**src/verilog/eba_pkg.sv**
```systemverilog
// constants, state type and helpers for the external bus arbiter with select decode
// assumes a single core_clk domain and a bus sequencer outside that times each cycle
// Functional notes
// - with recovery enabled, one idle clock separates back-to-back external cycles.
// - bus ownership is traded using only active-low request and grant lines.
// - the outside master gets the external pins, never internal memories or buses.
// - core and dma keep internal rom, ram and register access throughout.
// - core or dma external access stalls while the outside master owns the bus.
// - request is sampled only at a break between cycles; grant drives low.
// - on grant, address, data and strobes float; select and control pins pull up.
// - in a sized transfer only the final cycle's end is a grant point.
// - a request during a recovery idle waits until the started cycle ends.
// - after request returns high, grant goes high and the device retakes the bus.
// - four decoded spaces plus a remaining space, each with width, wait, idle settings.
// - each decoded space has a master enable alongside its width, wait and idle settings.
// - each cycle compares address to each base, skipping masked bits; match selects.
// - base gives address bits 31 to 16; lower bits are zero, 64 kilobyte steps.
// - select pins show only when port control and function pick the select role.
// - mask bit zero compares that address bit, mask bit one skips it.
// - spaces 0 and 1 mask bits 29 to 14, spaces 2 and 3 bits 30 to 15.

package eba_pkg;
    localparam int ADDR_W       = 32;
    localparam int BASE_W       = 16;
    localparam int NUM_SPACES   = 4;
    localparam int NUM_ALL      = 5;
    localparam int SPACE_W      = 3;
    localparam int WIDTH_W      = 2;
    localparam int WAIT_W       = 3;
    localparam int CMP_LSB      = 14;
    localparam int CMP_W        = 18;
    localparam int BASE_LSB     = 16;
    localparam int MASK_LSB_01  = 14;
    localparam int MASK_LSB_23  = 15;
    localparam logic [SPACE_W-1:0] OTHER_SPACE = 3'h4;

    typedef enum logic [2:0] {
        EBA_IDLE,
        EBA_CYCLE,
        EBA_DUMMY,
        EBA_GRANTED,
        EBA_RELEASE
    } eba_state_t;

    // lowest numbered matching space wins when settings overlap
    function automatic logic [SPACE_W-1:0] eba_pick_space(input logic [NUM_SPACES-1:0] hit);
        logic [SPACE_W-1:0] s;
        s = OTHER_SPACE;
        for (int i = NUM_SPACES - 1; i >= 0; i--) begin
            if (hit[i]) begin
                s = SPACE_W'(i);
            end
        end
        return s;
    endfunction
endpackage

```
**src/verilog/eba_arbiter.sv**
```systemverilog
// external bus arbitration, recovery idle cycle and select space decode
// assumes an outside sequencer runs each external cycle and pulses cyc_done at its end
`timescale 1ns/1ns
module eba_arbiter (
    input  wire logic        core_clk,
    input  wire logic        srst,
    input  wire logic        ext_master_request_n,
    input  wire logic        bus_req,
    input  wire logic [31:0] bus_addr,
    input  wire logic        bus_last,
    input  wire logic        cyc_done,
    input  wire logic [3:0]  space_enable,
    input  wire logic [63:0] space_base_value,
    input  wire logic [63:0] space_mask_value,
    input  wire logic [9:0]  space_width,
    input  wire logic [14:0] space_wait,
    input  wire logic [4:0]  select_recovery_enable,
    input  wire logic [3:0]  port4_control,
    input  wire logic [3:0]  port4_function,
    output logic             bus_gnt,
    output logic             ext_master_grant_n,
    output logic             pins_drive_en,
    output logic             pullup_en,
    output logic [3:0]       space_select_n,
    output logic [3:0]       select_oe,
    output logic [2:0]       cur_space,
    output logic [1:0]       cur_width,
    output logic [2:0]       cur_wait,
    output logic             recovery_active
);
    logic                    req_meta_r;
    logic                    req_sync_r;
    logic [3:0]              hit;
    logic [2:0]              pick;
    eba_pkg::eba_state_t     state_r;
    eba_pkg::eba_state_t     state_nxt;
    logic                    mid_r;
    logic                    mid_nxt;
    logic                    last_r;
    logic                    last_nxt;
    logic [2:0]              space_r;
    logic [2:0]              space_nxt;
    logic                    gnt_c;
    logic                    grant_n_r;
    logic                    grant_n_nxt;
    logic                    drive_r;
    logic                    drive_nxt;
    logic [3:0]              sel_n_r;
    logic [3:0]              sel_n_nxt;
    logic [3:0]              sel_oe_r;
    logic [3:0]              sel_oe_nxt;
    logic [1:0]              width_r;
    logic [1:0]              width_nxt;
    logic [2:0]              wait_r;
    logic [2:0]              wait_nxt;
    logic                    recov_r;
    logic                    recov_nxt;
    logic [3:0]              sel_role;

    // request pin is asynchronous to core_clk
    always_ff @(posedge core_clk) begin
        if (srst) begin
            req_meta_r <= 1'b1;
            req_sync_r <= 1'b1;
        end else begin
            req_meta_r <= ext_master_request_n;
            req_sync_r <= req_meta_r;
        end
    end

    genvar gi;
    generate
        for (gi = 0; gi < eba_pkg::NUM_SPACES; gi++) begin : g_space
            eba_space_match #(
                .MASK_LSB((gi < 2) ? eba_pkg::MASK_LSB_01 : eba_pkg::MASK_LSB_23)
            ) u_match (
                .addr   (bus_addr),
                .enable (space_enable[gi]),
                .base   (space_base_value[gi*eba_pkg::BASE_W +: eba_pkg::BASE_W]),
                .mask   (space_mask_value[gi*eba_pkg::BASE_W +: eba_pkg::BASE_W]),
                .hit    (hit[gi])
            );
        end
    endgenerate

    assign pick     = eba_pkg::eba_pick_space(hit);
    assign sel_role = port4_control & port4_function;

    // only external-area cycles pass through here; internal rom, ram and registers
    // never wait on this state machine, and no path leads from the pins inward
    always_comb begin
        state_nxt = state_r;
        mid_nxt   = mid_r;
        last_nxt  = last_r;
        space_nxt = space_r;
        gnt_c     = 1'b0;
        case (state_r)
            eba_pkg::EBA_IDLE: begin
                // outside request wins at a break, but back-to-back cycles chained through EBA_DUMMY never reach it and can starve it
                if (!req_sync_r && !mid_r) begin
                    state_nxt = eba_pkg::EBA_GRANTED;
                end else if (bus_req) begin
                    gnt_c     = 1'b1;
                    state_nxt = eba_pkg::EBA_CYCLE;
                    space_nxt = pick;
                    last_nxt  = bus_last;
                end
            end
            eba_pkg::EBA_CYCLE: begin
                if (cyc_done) begin
                    mid_nxt = !last_r;
                    if (bus_req && select_recovery_enable[space_r]) begin
                        // next cycle is committed here, so a request seen in the
                        // idle clock waits for it
                        gnt_c     = 1'b1;
                        state_nxt = eba_pkg::EBA_DUMMY;
                        space_nxt = pick;
                        last_nxt  = bus_last;
                    end else begin
                        state_nxt = eba_pkg::EBA_IDLE;
                    end
                end
            end
            eba_pkg::EBA_DUMMY: begin
                state_nxt = eba_pkg::EBA_CYCLE;
            end
            eba_pkg::EBA_GRANTED: begin
                // core and dma external requests are held off here
                if (req_sync_r) begin
                    state_nxt = eba_pkg::EBA_RELEASE;
                end
            end
            eba_pkg::EBA_RELEASE: begin
                state_nxt = eba_pkg::EBA_IDLE;
            end
            default: begin
                state_nxt = eba_pkg::EBA_IDLE;
            end
        endcase
    end

    always_comb begin
        grant_n_nxt = (state_nxt != eba_pkg::EBA_GRANTED);
        drive_nxt   = (state_nxt == eba_pkg::EBA_IDLE) ||
                      (state_nxt == eba_pkg::EBA_CYCLE) ||
                      (state_nxt == eba_pkg::EBA_DUMMY);
        for (int i = 0; i < eba_pkg::NUM_SPACES; i++) begin
            sel_n_nxt[i]  = !((state_nxt == eba_pkg::EBA_CYCLE) &&
                              (space_nxt == 3'(i)) && sel_role[i]);
            sel_oe_nxt[i] = sel_role[i] && drive_nxt;
        end
        width_nxt = space_width[space_nxt*eba_pkg::WIDTH_W +: eba_pkg::WIDTH_W];
        wait_nxt  = space_wait[space_nxt*eba_pkg::WAIT_W +: eba_pkg::WAIT_W];
        recov_nxt = (state_nxt == eba_pkg::EBA_DUMMY);
    end

    always_ff @(posedge core_clk) begin
        if (srst) begin
            state_r   <= eba_pkg::EBA_IDLE;
            mid_r     <= 1'b0;
            last_r    <= 1'b1;
            space_r   <= eba_pkg::OTHER_SPACE;
            grant_n_r <= 1'b1;
            drive_r   <= 1'b1;
            sel_n_r   <= 4'hf;
            sel_oe_r  <= 4'h0;
            width_r   <= 2'h0;
            wait_r    <= 3'h0;
            recov_r   <= 1'b0;
        end else begin
            state_r   <= state_nxt;
            mid_r     <= mid_nxt;
            last_r    <= last_nxt;
            space_r   <= space_nxt;
            grant_n_r <= grant_n_nxt;
            drive_r   <= drive_nxt;
            sel_n_r   <= sel_n_nxt;
            sel_oe_r  <= sel_oe_nxt;
            width_r   <= width_nxt;
            wait_r    <= wait_nxt;
            recov_r   <= recov_nxt;
        end
    end

    assign bus_gnt            = gnt_c;
    assign ext_master_grant_n = grant_n_r;
    assign pins_drive_en      = drive_r;
    assign pullup_en          = !drive_r;
    assign space_select_n     = sel_n_r;
    assign select_oe          = sel_oe_r;
    assign cur_space          = space_r;
    assign cur_width          = width_r;
    assign cur_wait           = wait_r;
    assign recovery_active    = recov_r;
endmodule // eba_arbiter

```
**src/verilog/eba_space_match.sv**
```systemverilog
// address comparator for one decoded select space
// assumes base, mask and enable come from configuration that is stable during a cycle
`timescale 1ns/1ns
module eba_space_match #(
    parameter int MASK_LSB = 14
) (
    input  wire logic [31:0] addr,
    input  wire logic        enable,
    input  wire logic [15:0] base,
    input  wire logic [15:0] mask,
    output logic             hit
);
    logic [eba_pkg::CMP_W-1:0] ignore;
    logic [eba_pkg::CMP_W-1:0] start;
    logic [eba_pkg::CMP_W-1:0] diff;

    always_comb begin
        // mask covers a 16-bit window whose low end depends on the space pair
        ignore = {2'h0, mask} << (MASK_LSB - eba_pkg::CMP_LSB);
        // start address has zero below bit 16
        start  = {base, 2'h0};
        diff   = addr[eba_pkg::ADDR_W-1:eba_pkg::CMP_LSB] ^ start;
        hit    = enable && ((diff & ~ignore) == '0);
    end
endmodule // eba_space_match

```
**config.mk**
```make
export PLATFORM = sky130hd
export DESIGN_NAME = eba_arbiter
export DESIGN_NICKNAME = d
export VERILOG_FILES = /design/src/verilog/eba_pkg.sv /design/src/verilog/eba_arbiter.sv /design/src/verilog/eba_space_match.sv
export SDC_FILE = /design/constraint.sdc
export NUM_CORES = 1
export LEC_CHECK = 0
export BUFFER_PORTS_ARGS = -buffer_cell sky130_fd_sc_hd__buf_4
export CAP_MARGIN = 40
export CORE_AREA = 4 4 87 89
export CTS_BUF_LIST = sky130_fd_sc_hd__clkbuf_8
export CTS_CLUSTER_SIZE = 8
export DETAILED_ROUTE_END_ITERATION = 10
export DIE_AREA = 0 0 91 93
export PLACE_DENSITY_LB_ADDON = 0.25
export RECOVER_POWER = 100
export REMOVE_ABC_BUFFERS = 1
export SYNTH_ARGS = -nofsm -noshare
export SYNTH_HDL_FRONTEND = slang
export SYNTH_SLANG_ARGS = --single-unit
```
**constraint.sdc**
```tcl
create_clock -name core_clk -period 5.25 [get_ports core_clk]
set_input_delay 0.525 -clock core_clk [delete_from_list [all_inputs] [get_ports core_clk]]
set_output_delay 0.525 -clock core_clk [all_outputs]
set_load 0.03 [all_outputs]
```
==> Word-level counts from Yosys, hierarchy flattened <==
Cells that the tools add are included.
Widths: inputs -> output; s select.
{ "totals": {"out_inout_bits": 21, "wordCells": 108, "register_bits": 26} }
{ "classes": {"mux": 27, "magnitude_cmp": 1, "eq_ne": 13, "n_shift": 2, "mul": 1, "n_reduce_logical": 38, "bitwise_logic": 13} }
{ "op_table": {"columns": ["cell", "count"], "rows": [
  ["$and 18x18->18", 4],
  ["$logic_not 18->1", 4],
  ["$xor 18x18->18", 4],
  ["$mux 3", 12],
  ["$not 16->18", 2],
  ["$not 17->18", 2],
  ["$logic_and 1x1->1", 18],
  ["$eq 3x2->1 const B", 5],
  ["$shiftx 15x6->3", 1],
  ["$pmux 3 s4", 1],
  ["$shiftx 10x5->2", 1],
  ["$eq 3x1->1 const B", 3],
  ["$logic_not 3->1", 3],
  ["$mux 1", 9],
  ["$logic_not 1->1", 8],
  ["$ne 2x2->1 const B", 4],
  ["$pmux 3 s2", 1],
  ["$mul 3x2->5 const B", 1],
  ["$reduce_and 5->1", 1],
  ["$and 4x4->4", 1],
  ["$lt 3x4->1 const B", 1],
  ["$pmux 1 s2", 2],
  ["$bmux 1 s3", 1],
  ["$ne 3x2->1 const B", 1],
  ["4 further kinds", 5]
]} }

==> Depth between registers and ports, before layout <==
{ "logic_depth": {"ltp_word": 15, "mapped_depth": 10, "depth_no_buf": 9} }

==> Modules after synthesis <==
Synthesis repeated with hierarchy kept, for this count alone.
{ "unflattened": {"cells_unflattened": 283, "hier_area_um2": 2361.0} }
{ "modules_own_cells": {"columns": ["module", "seq_area_each_um2", "instances", "area_each_um2", "cells_each"], "rows": [
  ["eba_arbiter", 520.5, 1, 1427.6, 159],
  ["eba_space_match at g_space[0].u_match ...", 0.0, 2, 234.0, 31],
  ["eba_space_match at g_space[2].u_match ...", 0.0, 2, 232.7, 31]
]} }

==> Worst setup path before layout <==
No wires, ideal clock.
{ "synth_timing": {"kind": "input to register", "startpoint": "input port bus_addr[18]", "endpoint": "register width_r[0] (netlist: cur_width[0])", "slack_ns": 2.564, "arrival_time_ns": 2.553, "required_ns": 5.118, "path_stages": 10, "cell_sequence": "buf_6 > xnor2_2 > o22ai_1 > or4_1 > or4_4 > o21ai_2 > a31oi_4 > buf_2 > a211oi_1 > o32ai_1"} }
{ "synth_via": {"elab_chain_cells": 12, "word_cells_on_any_way": 26} }
{ "synth_lines": {"columns": ["element", "line", "rtl"], "rows": [
  ["start: declaration", "eba_arbiter.sv:9", "input wire logic [31:0] bus_addr,"],
  ["$xor 18x18->18", "eba_space_match.sv:22", "diff = addr[eba_pkg::ADDR_W-1:eba_pkg::CMP_LSB] ^ start;"],
  ["$and 18x18->18", "eba_space_match.sv:23", "hit = enable && ((diff & ~ignore) == '0);"],
  ["$logic_not 18->1", "eba_space_match.sv:23", null],
  ["$logic_and 1x1->1", "eba_space_match.sv:23", null],
  ["$mux 3 (3 in a row)", "eba_pkg.sv:50", "if (hit[i]) begin"],
  ["$mux 3 *", "eba_pkg.sv:50", null],
  ["$mux 3 (on tied branches)", "eba_arbiter.sv:112, eba_arbiter.sv:102", null],
  ["$mux 3 (on tied branches)", "eba_arbiter.sv:110, eba_arbiter.sv:100", null],
  ["$pmux 3 s2 *", "eba_arbiter.sv:97", "case (state_r)"],
  ["$shiftx 10x5->2 *", "eba_arbiter.sv:152", "width_nxt = space_width[space_nxt*eba_pkg::WIDTH_W +: eba_pkg::WIDTH_W];"],
  ["end signal: assignment", "eba_arbiter.sv:179", "width_r <= width_nxt;"],
  ["end: declaration", "eba_arbiter.sv:52", "logic [1:0] width_r;"]
]} }
Every way passes the cells marked *; elsewhere a longest branch is shown, timed or not.
A chain may end at the register's enable or synchronous reset.

==> Worst setup path in the final report <==
{ "layout_timing": {"startpoint": "input port bus_addr[22]", "endpoint": "register wait_r[1] (netlist: cur_wait[1])"} }
{ "layout_via": {"elab_chain_cells": 13, "word_cells_on_any_way": 27} }
{ "layout_lines": {"columns": ["element", "line", "rtl"], "rows": [
  ["$xor 18x18->18", "eba_space_match.sv:22", null],
  ["$and 18x18->18", "eba_space_match.sv:23", null],
  ["$logic_not 18->1", "eba_space_match.sv:23", null],
  ["$logic_and 1x1->1", "eba_space_match.sv:23", null],
  ["$mux 3 (3 in a row)", "eba_pkg.sv:50", null],
  ["$mux 3 *", "eba_pkg.sv:50", null],
  ["$mux 3 (on tied branches)", "eba_arbiter.sv:112, eba_arbiter.sv:102", null],
  ["$mux 3 (on tied branches)", "eba_arbiter.sv:110, eba_arbiter.sv:100", null],
  ["$pmux 3 s2 *", "eba_arbiter.sv:97", null],
  ["$mul 3x2->5 *", "eba_arbiter.sv:153", "wait_nxt = space_wait[space_nxt*eba_pkg::WAIT_W +: eba_pkg::WAIT_W];"],
  ["$shiftx 15x6->3 *", "eba_arbiter.sv:153", null],
  ["end signal: assignment", "eba_arbiter.sv:180", "wait_r <= wait_nxt;"],
  ["end: declaration", "eba_arbiter.sv:54", "logic [2:0] wait_r;"]
]} }
Marked as above.

==> out/metrics.yaml <==
status:
  status: "finished, final reports clean"
pwr:
  powerDensity_nw_per_um2: 172
  vdd_drop_max_mv: 0.0914
  p_leak_nw: 1.75
  power.total_mw: 0.666
cts:
  numCtsBuffers: 3
  cts_root_buf: "clkbuf_8"
  clk_pin_slew_ps: 90
  clockBufferDepth: 2
  post_cts.repair.setup_buffers: 0
  clock_sink_count: 26
  ctsHoldBuffers: 0
  clock_latency_ps: 280
  cts_resized: 0
  cts_tree: "yes"
  h-tree-depth: 1
critical_path:
  slowest_stage: "nor2_1"
  crit_family: "simple AND/OR/NAND/NOR gates"
  r2r_end: "cur_wait[1]"
  slowest_delay_ps: 600
  crit_path_end_kind: "flop"
  cpMostUsedCell: "or4_1"
  cp_max_fo: 10
  reg2reg_slack_ps: 1980
  path_buf_inv: 1
  startpoint_type: "input pin"
  crit_chain: "clkbuf_1 -> xnor2_1 -> o22ai_1 -> or4_1 -> or4_1 -> o2111a_1 -> nor2_1 -> a211oi_1 -> o32ai_1"
  r2r_cells: 8
  critPathLaunch: "bus_addr[22]"
  path_class: "input pin to flop"
  reg2reg_from: "cur_space[2]"
  worstPathArrival_ps: 3530
  crit_required_ps: 5430
floorplanning:
  start_util_pct: 34.6
  core_area_um2: 6760
  die_h_um: 93
  rows: 30
  io_pins: 229
  die_area_um2: 8460
  fp.dieW_um: 91
cells_and_area:
  layout_common_cells: "buf_4, xnor2_1, o22ai_1"
  mostFrequentLayoutCell: "buf_4"
  fin_nets: 707
  fin_area_um2: 3880
  utilization_pct: 57.4
  fillers: 645
  n_antenna_cell: 0
  area_growth_pct: 66.1
  multi_input_area_um2: 1620
  seq_area_um2: 520
  final_layout_size_suffix_gt1_share_pct: 40.2
global_route:
  grt_max_degree: 18
  grt-ovfl-total: 0
  grt_pass1_vias: 3084
  grt_pass1_wl_um: 14800
  antenna_found_initial: 0
  grtUsageTotal_pct: 22.0
sta:
  tns_ps: 0
  fin_worst_skew_ps: 7.15
  fmax_mhz: 299
  finalSetupViolCount: 0
  drv_slew: 0
  tightestPinTransition_ps: 1250
  rsz0062_at_grt: "false"
  post-route-min-period_ps: 3350
  finalCritPeriodShare_pct: 63.7
  maxSlewHeadroom_pct: 16.4
  fin_ws_ps: 1900
  finalHoldViolCount: 0
min_path:
  hp-class: "flop to flop"
  hp-start: "req_meta_r"
  hold_depth: 1
  hold_end: "req_sync_r"
synth:
  seq_area_frac_synth_pct: 22.3
  syn_inst: 299
  ys_ff_latch: 26
  syn_avg_cell_area_um2: 7.81
  synth_cell_types: 40
  yosysWarnings: 0
  syn-cell-area_um2: 2330
placed_design:
  hpwl_um: 8900
  place.gp.congestion: 0.880
  io_buffers: 214
  place_area_um2: 3930
  pre_cts_ws_ps: 2210
drt:
  wl_um: 10000
  final_antenna_net_count: 0
  drc: 0
  wl_per_cell_um: 17.3
  dr_total_vias: 3052
  drtIter0Drc: 139
  vias_per_cell: 5.28
  firstDrtPassIters: 4
flow_run:
  maxCapViolCount: 0
-- stage by stage --
step | hold slack, ps | cells
floorplan | 389 | 280
global placement | 393 | 574
detailed placement | 394 | 574
CTS | 415 | 578
global route | 432 | 578
finish | 414 | 578
-- power by group --
part	internal, mW	switching [mW]	total [mW]	leakage [nW]
Clock	0.102	0.0650	0.167	0.0357
Sequential	0.208	0.00534	0.213	0.213
Combinational	0.161	0.124	0.285	1.50
Total	0.471	0.194	0.666	1.75
-- logic make-up (layout without fill, tap and decap cells) --
group / Yosys count / after routing / share of synthesized area, %
AND/OR/NAND/NOR: 97 / 97 / 20.8
AO/OA/AOI/OAI: 77 / 77 / 24.1
multiplexers: 3 / 3 / 1.29
flip-flops: 26 / 26 / 22.3
buffers and inverters: 32 / 231 / 6.91
XOR/XNOR: 64 / 64 / 24.7
-- worst max path at each step --
stage | to | slack, ps | cells past startpoint
4_1_cts | cur_wait[1] | 2510 | 9
5_1_grt | cur_wait[1] | 1700 | 9
3_3_place_gp | cur_wait[1] | 2290 | 9
3_5_place_dp | cur_wait[1] | 2210 | 9
2_1_floorplan | cur_wait[0] | 2680 | 8
6_report | cur_wait[1] | 1900 | 9
-- synthesized netlist by cell type --
| master | instances | area [um2] |
|---|---|---|
| nor4_1 | 8 | 50.1 |
| o211ai_1 | 2 | 15.0 |
| a31oi_4 | 1 | 21.3 |
| o21ai_0 | 7 | 35.0 |
| or4_4 | 1 | 11.3 |
| xnor2_2 | 2 | 32.5 |
| a21oi_1 | 4 | 20.0 |
| xor2_1 | 4 | 35.0 |
| and3_1 | 3 | 18.8 |
| o2111ai_1 | 3 | 26.3 |
| a221o_1 | 1 | 10.0 |
| or4_1 | 2 | 15.0 |
| clkbuf_1 | 11 | 41.3 |
| nand2_1 | 19 | 71.3 |
| buf_6 | 5 | 56.3 |
| nor4bb_1 | 1 | 10.0 |
| o2111a_1 | 3 | 33.8 |
| o221ai_1 | 2 | 17.5 |
| a21o_1 | 2 | 15.0 |
| nor2b_1 | 3 | 18.8 |
| a21boi_0 | 5 | 37.5 |
| o211a_1 | 4 | 40.0 |
| nor2_8 | 1 | 20.0 |
| a211oi_1 | 5 | 37.5 |
| o32ai_1 | 5 | 43.8 |
| xnor2_1 | 58 | 508 |
| and2_1 | 2 | 12.5 |
| nand3_1 | 8 | 40.0 |
| nand4_1 | 3 | 18.8 |
| clkbuf_2 | 1 | 5.00 |
| and2_0 | 1 | 6.26 |
| nor3_1 | 15 | 75.1 |
| or2_2 | 2 | 12.5 |
| o22ai_1 | 32 | 200 |
| nor2_1 | 28 | 105 |
| buf_2 | 2 | 10.0 |
| mux2i_1 | 3 | 30.0 |
| inv_1 | 13 | 48.8 |
| dfxtp_1 | 26 | 521 |
| o21ai_2 | 1 | 8.76 |
-- sequential cells by signal (all words and copies together), names as in the netlist --
name,flops
select_oe,4
space_select_n,4
cur_space,3
cur_wait,3
state_r,3
cur_width,2
ext_master_grant_n,1
last_r,1
mid_r,1
pins_drive_en,1
recovery_active,1
req_meta_r,1
req_sync_r,1
-- area by class of cell --
class | instances | area share, %
clock buffer | 3 | 1.06
timing repair buffer | 214 | 39.2
inverter | 13 | 1.26
clock inverter | 1 | 0.774
sequential | 26 | 13.4
multi-input combinational | 241 | 41.7
tap | 80 | 2.58
-- layer usage --
layer,GRT usage (%),vias to the layer above,wire (um)
met1,22.5,1417,3500
met4,6.91,0,261
met5,0,-,0
li1,-,1477,-
met3,6.44,19,870
met2,42.9,139,5380
-- worst register-to-register path, stage by stage, from the launching register on --
cell and delay (ps):
dfxtp_1 430, mux2i_1 210, o22ai_1 100, o2111a_1 250, a21oi_1 330, inv_1 220
a31oi_1 920, nand3_1 480, o32ai_1 250
Note: power is estimated with default switching activity, not from simulation.
